`config.mk`:
```
export PLATFORM = sky130hd
export DESIGN_NAME = bsc_burst_sram_ctrl
export DESIGN_NICKNAME = d
export VERILOG_FILES = /design/src/hdl/bsc_pkg.sv /design/src/hdl/bsc_burst_sram_ctrl.sv
export SDC_FILE = /design/constraint.sdc
export NUM_CORES = 1
export LEC_CHECK = 0
export ABC_AREA = 1
export BUFFER_PORTS_ARGS = -buffer_cell sky130_fd_sc_hd__buf_4
export CELL_PAD_IN_SITES_DETAIL_PLACEMENT = 0
export CELL_PAD_IN_SITES_GLOBAL_PLACEMENT = 1
export CORE_UTILIZATION = 30
export DETAILED_ROUTE_END_ITERATION = 12
export PLACE_DENSITY = 0.77
export SLEW_MARGIN = 20
export SYNTH_ARGS = -nofsm -noshare
export SYNTH_HDL_FRONTEND = slang
export SYNTH_SLANG_ARGS = --single-unit
```
`constraint.sdc`:
```
create_clock -name sys_clk -period 3.1 [get_ports sys_clk]
set_clock_uncertainty 0.15 [all_clocks]
set_input_delay 0.62 -clock sys_clk [delete_from_list [all_inputs] [get_ports sys_clk]]
set_output_delay 0.62 -clock sys_clk [all_outputs]
set_load 0.05 [all_outputs]
```
`src/hdl/bsc_pkg.sv`:
```
// Purpose: Shared constants for the burst static RAM controller.
// Assumes: APB register access, one 200 MHz clock, synchronous active-low reset.
// Notes: Size codes and register map are used by the controller and the bench.
//
// Summary of operation
// RULE1: RAM select only when address 31..20 zero, start strobe and map qualifier.
// RULE2: Other-space select on start strobe when outside RAM range or map negated.
// RULE3: RAM select acts on state only after being sampled at a clock edge.
// RULE4: Burst state stays 0 unless burst; steps 0-1-2-3-0 on each acknowledge.
// RULE5: Two state bits, Gray coded: 00, a only, both, b only.
// RULE6: Reset clears state bits; bit b holds until acknowledge in state 3.
// RULE7: Only a line size code makes a transfer a burst.
// RULE8: Burst indication set in state 0 on line size, held select, phase low.
// RULE9: Held RAM select set by sampled select, kept while burst persists.
// RULE10: Initial access enables even buffers for address bit 2 low, odd otherwise.
// RULE11: Burst states alternate buffers by state and bit 2; state 0 holds enable.
// RULE12: Even buffers serve banks 0 and 2, odd buffers banks 1 and 3.
// RULE13: Selected bank equals long-word address bits 3 and 2.
// RULE14: Every read drives a full long word from the selected bank.
// RULE15: Master ignores unrequested read bytes; cacheable reads take full words.
// RULE16: Write strobe held through a write; sixteen byte enables do the writing.
// RULE17: Write byte enables reach the RAM only while write gate active.
// RULE18: In state 0 byte enables start from bank, size and low address bits.
// RULE19: A byte enable holds until acknowledge, then releases.
// RULE20: On burst acknowledge the next bank in wrap order is enabled.
// RULE21: Reset forces all registered byte enables inactive.
// RULE22: One combined acknowledge from held select or external acknowledge.
// RULE23: All registered outputs update on the rising edge of the one clock.
package bsc_pkg;
    localparam int APB_AW = 12;
    localparam logic [APB_AW-1:0] OFS_CTRL = 12'h000;
    localparam logic [APB_AW-1:0] OFS_STATUS = 12'h004;
    localparam logic [APB_AW-1:0] OFS_XFER_COUNT = 12'h008;

    localparam int CTRL_RAM_EN_BIT = 0;
    localparam logic CTRL_RAM_EN_RST = 1'b1;

    localparam int ST_BIT_A = 0;
    localparam int ST_BIT_B = 1;
    localparam int ST_HELD = 2;
    localparam int ST_BURST = 3;
    localparam int ST_EVEN = 4;
    localparam int ST_ODD = 5;
    localparam int ST_WGATE = 6;
    localparam int ST_RDEN_LO = 8;
    localparam int ST_BE_LO = 16;

    // Size code {high, low}
    localparam logic [1:0] SIZE_LONG = 2'b00;
    localparam logic [1:0] SIZE_BYTE = 2'b01;
    localparam logic [1:0] SIZE_WORD = 2'b10;
    localparam logic [1:0] SIZE_LINE = 2'b11;

    // Burst state {b, a}, Gray coded
    localparam logic [1:0] BST_0 = 2'b00;
    localparam logic [1:0] BST_1 = 2'b01;
    localparam logic [1:0] BST_2 = 2'b11;
    localparam logic [1:0] BST_3 = 2'b10;

    localparam int RAM_DECODE_HI = 31;
    localparam int RAM_DECODE_LO = 20;
    localparam int NUM_BANKS = 4;
    localparam int LANES_PER_BANK = 4;
    localparam int NUM_BYTE_EN = NUM_BANKS * LANES_PER_BANK;
    localparam logic [31:0] UNMAPPED_READ = 32'h0000_0000;
endpackage

```
`src/hdl/bsc_burst_sram_ctrl.sv`:
```
// Purpose: Glue for a 128-bit four-bank static RAM with 2-1-1-1 line bursts.
// Assumes: Processor bus signals are synchronous to sys_clk; all pins active high except rst_b, and bufferedReadWrite, which is low for a write.
// Notes: Every output is registered, so pin timing trails the decode by one clock.
`timescale 1ns/10ps
module bsc_burst_sram_ctrl #(
    parameter int COUNT_W = 16
) (
    input wire logic sys_clk,
    input wire logic rst_b,
    input wire logic [31:0] busAddress,
    input wire logic transferStartStrobe,
    input wire logic mapQualifier,
    input wire logic sizeCodeHigh,
    input wire logic sizeCodeLow,
    input wire logic bufferedReadWrite,
    input wire logic busClockPhase,
    input wire logic externalAckIn,
    output logic ramSelect_q,
    output logic otherSpaceSelect_q,
    output logic transferAck_q,
    output logic stateBitA_q,
    output logic stateBitB_q,
    output logic heldSramSelect_q,
    output logic burstActive_q,
    output logic evenBufferEnable_q,
    output logic oddBufferEnable_q,
    output logic writeEnableGate_q,
    output logic ramWriteStrobe_q,
    output logic [bsc_pkg::NUM_BANKS-1:0] laneReadEnable_q,
    output logic [bsc_pkg::NUM_BYTE_EN-1:0] byteWriteEnable_q,
    output logic [bsc_pkg::NUM_BYTE_EN-1:0] ramByteEnable_q,
    input wire logic psel,
    input wire logic penable,
    input wire logic pwrite,
    input wire logic [bsc_pkg::APB_AW-1:0] paddr,
    input wire logic [31:0] pwdata,
    output logic [31:0] prdata_q,
    output logic pready_q,
    output logic pslverr_q
);
    import bsc_pkg::*;

    if (COUNT_W < 1 || COUNT_W > 32) begin : g_bad_count_w
        $error("COUNT_W must lie between 1 and 32");
    end

    logic ramEnable_q;
    logic burstHold_q;
    logic [COUNT_W-1:0] xferCount_q;

    // Address decode, combinational and glitch prone
    logic inRamRange;
    logic ramSel;
    logic otherSel;
    assign inRamRange = ~|busAddress[RAM_DECODE_HI:RAM_DECODE_LO];
    assign ramSel = inRamRange & transferStartStrobe & mapQualifier & ramEnable_q; // RULE1
    // Decode enable only gates the RAM side; the other space keeps its own map
    assign otherSel = transferStartStrobe & ((mapQualifier & ~inRamRange)
                      | ~mapQualifier); // RULE2

    logic [1:0] sizeCode;
    logic [1:0] lwAddr;
    logic [1:0] stateCode;
    logic [1:0] stateIdx;
    logic [1:0] curBank;
    logic [1:0] nextBank;
    logic inS0;
    logic inS1;
    logic inS2;
    logic inS3;
    logic ack;
    logic isWrite;
    assign sizeCode = {sizeCodeHigh, sizeCodeLow};
    assign lwAddr = busAddress[3:2]; // RULE13
    assign stateCode = {stateBitB_q, stateBitA_q};
    assign inS0 = stateCode == BST_0;
    assign inS1 = stateCode == BST_1;
    assign inS2 = stateCode == BST_2;
    assign inS3 = stateCode == BST_3;
    assign ack = transferAck_q;
    assign isWrite = ~bufferedReadWrite;

    always_comb begin
        unique case (stateCode)
            BST_0: stateIdx = 2'd0;
            BST_1: stateIdx = 2'd1;
            BST_2: stateIdx = 2'd2;
            BST_3: stateIdx = 2'd3;
        endcase
    end
    // Bank being transferred now, and the one after it in wrap order
    assign curBank = lwAddr + stateIdx;
    assign nextBank = lwAddr + stateIdx + 2'd1;

    // Burst indication; the hold flop breaks the feedback loop of the equation
    logic burst;
    assign burst = (sizeCode == SIZE_LINE && heldSramSelect_q && inS0 && !busClockPhase) // RULE7 RULE8
                   || (burstHold_q && !inS3 && heldSramSelect_q); // RULE8

    always_ff @(posedge sys_clk) begin
        if (!rst_b) begin
            burstHold_q <= 1'b0;
            burstActive_q <= 1'b0;
        end else begin
            burstHold_q <= burst;
            burstActive_q <= burst;
        end
    end

    // Held select only ever sees the sampled select
    logic heldSel_d;
    assign heldSel_d = ramSel | (heldSramSelect_q & burst); // RULE3 RULE9

    always_ff @(posedge sys_clk) begin // RULE23
        if (!rst_b) begin
            heldSramSelect_q <= 1'b0;
            ramSelect_q <= 1'b0;
            otherSpaceSelect_q <= 1'b0;
        end else begin
            heldSramSelect_q <= heldSel_d; // RULE9
            ramSelect_q <= ramSel;
            otherSpaceSelect_q <= otherSel;
        end
    end

    // Ack leaves with the held select it is built from
    always_ff @(posedge sys_clk) begin
        if (!rst_b) begin
            transferAck_q <= 1'b0;
        end else begin
            transferAck_q <= heldSel_d | externalAckIn; // RULE22
        end
    end

    // Gray burst counter
    always_ff @(posedge sys_clk) begin
        if (!rst_b) begin
            stateBitA_q <= 1'b0; // RULE6
            stateBitB_q <= 1'b0; // RULE6
        end else begin
            stateBitA_q <= ((inS0 | inS1) & ack & burst) | (stateBitA_q & ~(inS2 & ack)); // RULE4 RULE5
            stateBitB_q <= (stateBitA_q & ack) | (stateBitB_q & ~(inS3 & ack)); // RULE5 RULE6
        end
    end

    // Data buffer enables; even side carries banks 0 and 2
    logic evenEn_d;
    logic oddEn_d;
    always_comb begin
        if (inS0) begin
            evenEn_d = (ramSel & ~lwAddr[0]) | (evenBufferEnable_q & heldSramSelect_q); // RULE10 RULE11
            oddEn_d = (ramSel & lwAddr[0]) | (oddBufferEnable_q & heldSramSelect_q); // RULE10 RULE11
        end else begin
            evenEn_d = heldSramSelect_q & ~curBank[0]; // RULE11 RULE12
            oddEn_d = heldSramSelect_q & curBank[0]; // RULE11 RULE12
        end
    end

    always_ff @(posedge sys_clk) begin
        if (!rst_b) begin
            evenBufferEnable_q <= 1'b0;
            oddBufferEnable_q <= 1'b0;
        end else begin
            evenBufferEnable_q <= evenEn_d;
            oddBufferEnable_q <= oddEn_d;
        end
    end

    // Write gate and RAM write strobe
    logic wGate_d;
    assign wGate_d = isWrite & heldSel_d; // RULE17

    always_ff @(posedge sys_clk) begin
        if (!rst_b) begin
            writeEnableGate_q <= 1'b0;
            ramWriteStrobe_q <= 1'b0;
        end else begin
            writeEnableGate_q <= wGate_d;
            ramWriteStrobe_q <= isWrite & (ramSel | heldSel_d); // RULE16
        end
    end

    // Read enables: whole long word per bank; one bank in state 0, current and next bank in burst states; size ignored
    logic [NUM_BANKS-1:0] rdEn_d;
    logic [NUM_BYTE_EN-1:0] be_d;

    genvar gb;
    genvar gl;
    generate
        for (gb = 0; gb < NUM_BANKS; gb++) begin : g_bank
            always_comb begin
                if (inS0) begin
                    rdEn_d[gb] = ~isWrite & ((ramSel & (lwAddr == 2'(gb)))
                                 | (laneReadEnable_q[gb] & heldSramSelect_q)); // RULE13 RULE14
                end else begin
                    rdEn_d[gb] = ~isWrite & heldSramSelect_q
                                 & ((curBank == 2'(gb)) | (nextBank == 2'(gb))); // RULE14
                end
            end

            for (gl = 0; gl < LANES_PER_BANK; gl++) begin : g_lane
                localparam int IDX = gb * LANES_PER_BANK + gl;
                logic sizeHit;
                logic startHit;
                logic wrapHit;
                always_comb begin
                    unique case (sizeCode)
                        SIZE_BYTE: sizeHit = busAddress[1:0] == 2'(gl);
                        SIZE_WORD: sizeHit = busAddress[1] == 1'(gl / 2);
                        SIZE_LONG: sizeHit = 1'b1;
                        SIZE_LINE: sizeHit = 1'b1;
                    endcase
                end
                assign startHit = inS0 & ramSel & (lwAddr == 2'(gb)) & sizeHit; // RULE18
                // Next bank in wrap order comes up as the current one is acknowledged
                assign wrapHit = ack & burst & ~inS3 & (nextBank == 2'(gb)); // RULE20
                assign be_d[IDX] = rst_b & (startHit | (byteWriteEnable_q[IDX] & ~ack) | wrapHit); // RULE19
            end
        end
    endgenerate

    always_ff @(posedge sys_clk) begin
        if (!rst_b) begin
            byteWriteEnable_q <= '0; // RULE21
            laneReadEnable_q <= '0;
            ramByteEnable_q <= '0;
        end else begin
            byteWriteEnable_q <= be_d; // RULE16
            laneReadEnable_q <= rdEn_d;
            for (int b = 0; b < NUM_BANKS; b++) begin
                // Write enables own the RAM lines only under the gate
                ramByteEnable_q[b*LANES_PER_BANK +: LANES_PER_BANK] <=
                    wGate_d ? be_d[b*LANES_PER_BANK +: LANES_PER_BANK] : {LANES_PER_BANK{rdEn_d[b]}}; // RULE17
            end
        end
    end

    // Completed RAM transfers, counted when the held select drops, once per single transfer or burst
    always_ff @(posedge sys_clk) begin
        if (!rst_b) begin
            xferCount_q <= '0;
        end else if (psel && penable && pready_q && pwrite && paddr == OFS_XFER_COUNT) begin
            xferCount_q <= '0;
        end else if (heldSramSelect_q && !heldSel_d) begin
            xferCount_q <= xferCount_q + COUNT_W'(1);
        end
    end

    // APB slave: one wait state, error on unmapped offsets
    logic apbAccess;
    logic addrMapped;
    logic [31:0] statusWord;
    assign apbAccess = psel & penable;
    assign addrMapped = (paddr == OFS_CTRL) | (paddr == OFS_STATUS) | (paddr == OFS_XFER_COUNT);

    always_comb begin
        statusWord = '0;
        statusWord[ST_BIT_A] = stateBitA_q;
        statusWord[ST_BIT_B] = stateBitB_q;
        statusWord[ST_HELD] = heldSramSelect_q;
        statusWord[ST_BURST] = burstActive_q;
        statusWord[ST_EVEN] = evenBufferEnable_q;
        statusWord[ST_ODD] = oddBufferEnable_q;
        statusWord[ST_WGATE] = writeEnableGate_q;
        statusWord[ST_RDEN_LO +: NUM_BANKS] = laneReadEnable_q;
        statusWord[ST_BE_LO +: NUM_BYTE_EN] = byteWriteEnable_q;
    end

    always_ff @(posedge sys_clk) begin
        if (!rst_b) begin
            pready_q <= 1'b0;
            pslverr_q <= 1'b0;
            prdata_q <= '0;
        end else begin
            pready_q <= apbAccess & ~pready_q;
            pslverr_q <= apbAccess & ~pready_q & ~addrMapped;
            if (apbAccess && !pready_q && !pwrite) begin
                if (paddr == OFS_CTRL) begin
                    prdata_q <= {31'h0000_0000, ramEnable_q};
                end else if (paddr == OFS_STATUS) begin
                    prdata_q <= statusWord;
                end else if (paddr == OFS_XFER_COUNT) begin
                    prdata_q <= 32'(xferCount_q);
                end else begin
                    prdata_q <= UNMAPPED_READ;
                end
            end
        end
    end

    always_ff @(posedge sys_clk) begin
        if (!rst_b) begin
            ramEnable_q <= CTRL_RAM_EN_RST;
        end else if (apbAccess && pready_q && pwrite && paddr == OFS_CTRL) begin
            ramEnable_q <= pwdata[CTRL_RAM_EN_BIT];
        end
    end
endmodule

```
=== Yosys cells after proc, flatten, opt, wreduce, memory -nomap -nowiden ===
Index checks and enable logic that the tools add are counted.

* Flip-flop bits (word level): 98
* Output and inout bits: 81

* Reduce and logical (&&, ||, !) cells: 32
* Equality and inequality tests: 20
* Muxes and demuxes: 18
* Bitwise logic cells: 163
* Add/sub/neg operators: 3

{| class="wikitable"
|+ Operators by type and width
! operator !! count
|-
| 1-bit bitwise AND || 100
|-
| 32-bit two-way mux || 2
|-
| 1-bit bitwise OR || 51
|-
| 2-bit == test (second input constant) || 12
|-
| 16-bit by 1-bit adder with 16-bit output (second input constant) || 1
|-
| 16-bit two-way mux || 1
|-
| 4-bit two-way mux || 4
|-
| 1-bit logical AND || 15
|-
| 12-bit by 3-bit == test with 1-bit output (second input constant) || 1
|-
| 12-bit by 4-bit == test with 1-bit output (second input constant) || 1
|-
| 2-bit by 1-bit == test with 1-bit output (second input constant) || 6
|-
| 12-bit zero test || 1
|-
| 2-bit zero test || 6
|-
| 1-bit inverter || 12
|-
| 1-bit case mux with 3 select lines || 4
|-
| 12-bit OR reduction || 1
|-
| 2-bit case mux with 4 select lines || 1
|-
| 1-bit zero test || 6
|-
| 1-bit two-way mux || 6
|-
| 2-bit OR reduction || 2
|-
| 2-bit by 1-bit adder with 2-bit output (second input constant) || 1
|-
| 2-bit adder || 1
|-
| 1-bit logical OR || 1
|}

=== Logic depth before layout (Yosys ltp) ===
* Word-level depth: 12
* Mapped depth: 13

=== Worst setup path after synthesis ===
OpenSTA, ideal clock, no wires.

* Path type: flip-flop to flip-flop
* Start point: register stateBitA_q
* End point: register ramByteEnable_q[4] (netlist name)
* Stages on the path, launching flop included: 14
* Arrival time: 2443 ps
* Setup slack: 391 ps
* Clock period less this slack: 2709 ps
* Buffers on the path: 0
* Cells stage by stage: dfxtp_1 -> inv_1 -> ha_1 -> ha_1 -> xnor2_1 -> xor2_1 -> inv_1 -> ha_1 -> nand4_1 -> nand2_1 -> inv_1 -> nand2_1 -> nand3_2 -> nand2_1

* Word-level cells in the longest chain between the ends: 11
* Elaborated cells on any way between the ends: 32
* Classes of those cells: 2 x add/sub; 5 x eq/ne; 3 x mux; 15 x bitwise; 7 x reduce/logical

{| class="wikitable"
|+ RTL lines
! element !! line !! source
|-
| start, declared || bsc_burst_sram_ctrl.sv:21 || <nowiki>output logic stateBitA_q,</nowiki>
|-
| start signal, assigned || bsc_burst_sram_ctrl.sv:141 || <nowiki>stateBitA_q <= ((inS0 | inS1) & ack & burst) | (stateBitA_q & ~(inS2 & ack));</nowiki>
|-
| parallel branches: the longest is 10 deep, another holds 2-bit adder || -- ||
|-
| 4-bit two-way mux (*) || bsc_burst_sram_ctrl.sv:233 || <nowiki>wGate_d ? be_d[b*LANES_PER_BANK +: LANES_PER_BANK] : {LANES_PER_BANK{rdEn_d[b]}};</nowiki>
|-
| end signal, assigned by index || bsc_burst_sram_ctrl.sv:232 || <nowiki>ramByteEnable_q[b*LANES_PER_BANK +: LANES_PER_BANK] <=</nowiki>
|-
| end, declared || bsc_burst_sram_ctrl.sv:31 || <nowiki>output logic [bsc_pkg::NUM_BYTE_EN-1:0] ramByteEnable_q,</nowiki>
|}

Mark *: on every way between the ends.
A chain may end at the register's enable or synchronous reset.

=== Final worst setup path ===
* Start point: register stateBitA_q
* End point: register ramByteEnable_q[5] (netlist name)

Same word-level chain as after synthesis.

==> metrics.md <==
| Metric | Value |
|---|---|
| Max incr delay on CP | 0.45 ns |
| Tot Pwr | 2.755 mW |
| Post-cts hold buffer count | 0 |
| Synth Area in Adders | 0.03756 |
| WL per Instance | 13.36 microns |
| Tmin final | 2.637 ns |
| Synth unique cells | 42 |
| Max Cap Violations | 0 |
| Metal2 WL | 5.753 mm |
| Worst endpoint required time | 3.19 ns |
| Mapped cell area | 4997 sq um |
| Number of cells on the critical path | 11 |
| Synth Register Bits | 98 |
| Hold path depth | 2 |
| Max VDD drop | 0.0002681 V |
| EDFF count, synth | 0 |
| Slowest CP cell | dfxtp_1 |
| Yosys top cell area share | 0.3926 |
| First-pass GRT wire length | 21.87 mm |
| Ys flop type | dfxtp_1 |
| Achievable Freq | 379.2 MHz |
| N_diodes | 0 |
| DR WL met3 | 888 microns |
| CP Launch Type | flip-flop |
| P&R area growth vs syn | 28.19% |
| Via Count | 4540 |
| Layout cells sized above 1 | 0.2509 |
| Simple logic cell fraction of the synthesized area | 0.3500 |
| Fin Hold WS | 0.3143 ns |
| Clock root buffer | clkbuf_16 |
| Setup-failing EPs final | 0 |
| Drc violations | 0 |
| Initial core utilization | 0.3112 |
| Share of flip-flops with an asynchronous set or reset | 0 |
| Final Wtd Congestion | 0.8331 |
| Critical Path AT | 2.73 ns |
| Placed Area | 6063 sq um |
| Multiplexer share of the synthesized area | 0 |
| Clock transition at path regs | 0.07 ns |
| Setup TNS | 0 ns |
| Largest net degree at the start of global routing | 32 |
| Status | finished clean |
| Gate Count Post-Synth | 683 |
| Hold WC Path Type | reg -> reg |
| DRT antenna net count | 0 |
| CTS max path bufs | 2 |
| Postcts setup bufs | 0 |
| Most frequent cells after synthesis | nand2_1, dfxtp_1, inv_1, a21oi_1, nand3_1 |
| Worst R2R Start | stateBitA_q |
| Static leakage | 2.961 nW |
| Syn Area/Cell | 7.317 sq um |
| Initial antenna violation count | 0 |
| Synth Area in Compound Gates | 0.1094 |
| # rows | 46 |
| Die footprint | 17180 sq um |
| Slew headroom | 0.5186 |
| XOR/XNOR share of the synthesized area | 0.02103 |
| Worst-path maximum fanout | 6 |
| FF-to-FF path depth | 11 |
| Iter 0 DRT Violations | 290 |
| H-tree Lvls | 3 |
| Vias in the first global route | 4257 |
| Synth area leader | dfxtp_1 |
| Final wirelength | 13.59 mm |
| R2R Setup Slk | 0.46 ns |
| Syn Nets | 786 |
| WHS Endpoint | prdata_q[30] |
| Core area | 16060 sq um |
| Actual slew at the worst max-slew pin | 0.7146 ns |
| Crit. End Element | flip-flop |
| Fin. max-slew vios | 0 |
| GRT Total Usage | 0.1669 |
| CP Cell Sequence | inv_1 > ha_1 > ha_1 > xnor2_1 > xor2_1 > inv_1 > ha_1 > o21ai_0 > nand2_1 > nand2_1 > nand2_1 |
| Top-count cell post-synth | nand2_1 |
| Die H | 131.1 microns |
| Yosys warnings | 0 |
| Bufs and invs on worst path | 2 |
| DP Wirelength | 10.16 mm |
| DR top layer | met4 |
| HP Start | prdata_q[30] |
| Fin. Hold Viols | 0 |
| Main combinational cell family by area after synthesis | simple AND/OR/NAND/NOR gates |
| Post-Layout Inst Area | 6406 sq um |
| Critical path class | reg -> reg |
| CTS tree | yes |
| Post-CTS sizing | 0 |
| Largest cells by area after synthesis | dfxtp_1, nand2_1, a21oi_1 |
| Sequential-to-total area share from yosys stat | 0.3926 |
| Overflow after GRT | 0 |
| RR Endpoint | ramByteEnable_q[5] |
| Finished Layout Cells | 1017 |
| Die W | 131.1 microns |
| Pwr/cell area | 430.0 nW/um^2 |
| Unrepaired setup endpoints after global routing | no |
| TritonCTS buffer count | 9 |
| Routed via count divided by cell count | 4.464 |
| Worst skew pair latency | 0.35 ns |
| Met1 wire length | 6.739 mm |
| Clock sinks | 98 |
| Fraction of the cycle the final worst path needs | 0.8507 |
| DR pass1 iterations | 4 |
| Nets | 899 |
| Cell total after placement | 1001 |
| CP delay by family, top | adder cells |
| Port bufs | 121 |
| I/O pin cnt | 169 |
-- tightest hold or removal path: stages (launching register included) --
cell and delay [ns]:
dfxtp_1 0.31, nand2_1 0.06, a21oi_1 0.05
-- logic make-up (layout without fill, tap and decap cells) --
family / after synthesis / in the layout
simple gates: 361 / 361
buf+inv: 102 / 220
flops: 98 / 98
compound gates: 95 / 95
fa+ha+maj: 15 / 15
xor+xnor: 12 / 12
-- where the power goes --
group	internal (mW)	leakage [nW]	switching [mW]	total, mW
logic	0.0663	2.00	0.127	0.193
registers	1.26	0.790	0.00425	1.27
clock network	0.789	0.169	0.507	1.30
total	2.12	2.96	0.638	2.75
-- flip-flops by register name (all words and copies together), names as in the netlist, 4 cells and up, named ones only --
name / count
laneReadEnable_q: 4
ramByteEnable_q: 16
byteWriteEnable_q: 16
prdata_q: 32
xferCount_q: 16
-- final cells by class --
class	count	area (sq um)
fill	1675	9652
multi-input combinational	483	2589
sequential	98	1962
timing repair buffer	126	945.9
inverter	78	296.5
tap	216	270.3
clock buffer	9	225.2
clock inverter	7	117.6
-- layer usage --
layer,global-route usage,up-vias
li1,-,2413
met1,0.2336,2000
met2,0.2515,114
met3,0.03247,13
met4,0.06491,0
met5,0,-
-- cells in the final DEF, fill, tap and decap left out, types with 8 or more instances in the layout --
cell type	Yosys	final
inv_1	69	69
a21oi_2	11	11
nand3_2	10	10
buf_4	3	126
xor2_1	8	8
clkbuf_16	0	9
dfxtp_1	98	98
nand4_1	14	14
nand2_1	217	217
nor2_1	37	37
a21oi_1	53	53
o21ai_0	17	17
nand3_1	45	45
ha_1	15	15
-- how the worst max path moves through the flow --
stage                                    end  slack, ns        start
after global placement    ramByteEnable_q[6]       0.46  stateBitA_q
after CTS                 ramByteEnable_q[5]       0.43  stateBitA_q
after detailed placement  ramByteEnable_q[5]       0.44  stateBitA_q
final                     ramByteEnable_q[5]       0.46  stateBitA_q
after global routing      ramByteEnable_q[6]       0.21  stateBitA_q
after floorplan           ramByteEnable_q[4]       0.39  stateBitA_q
-- through the flow --
step	setup slack, ns	utilization
2_1_floorplan	0.3911	-
3_3_place_gp	0.4596	0.3776
3_5_place_dp	0.4391	0.3776
4_1_cts	0.4318	0.3989
5_1_grt	0.2083	0.3989
6_report	0.4628	0.3989
Note: power is estimated with default switching activity, not from simulation.
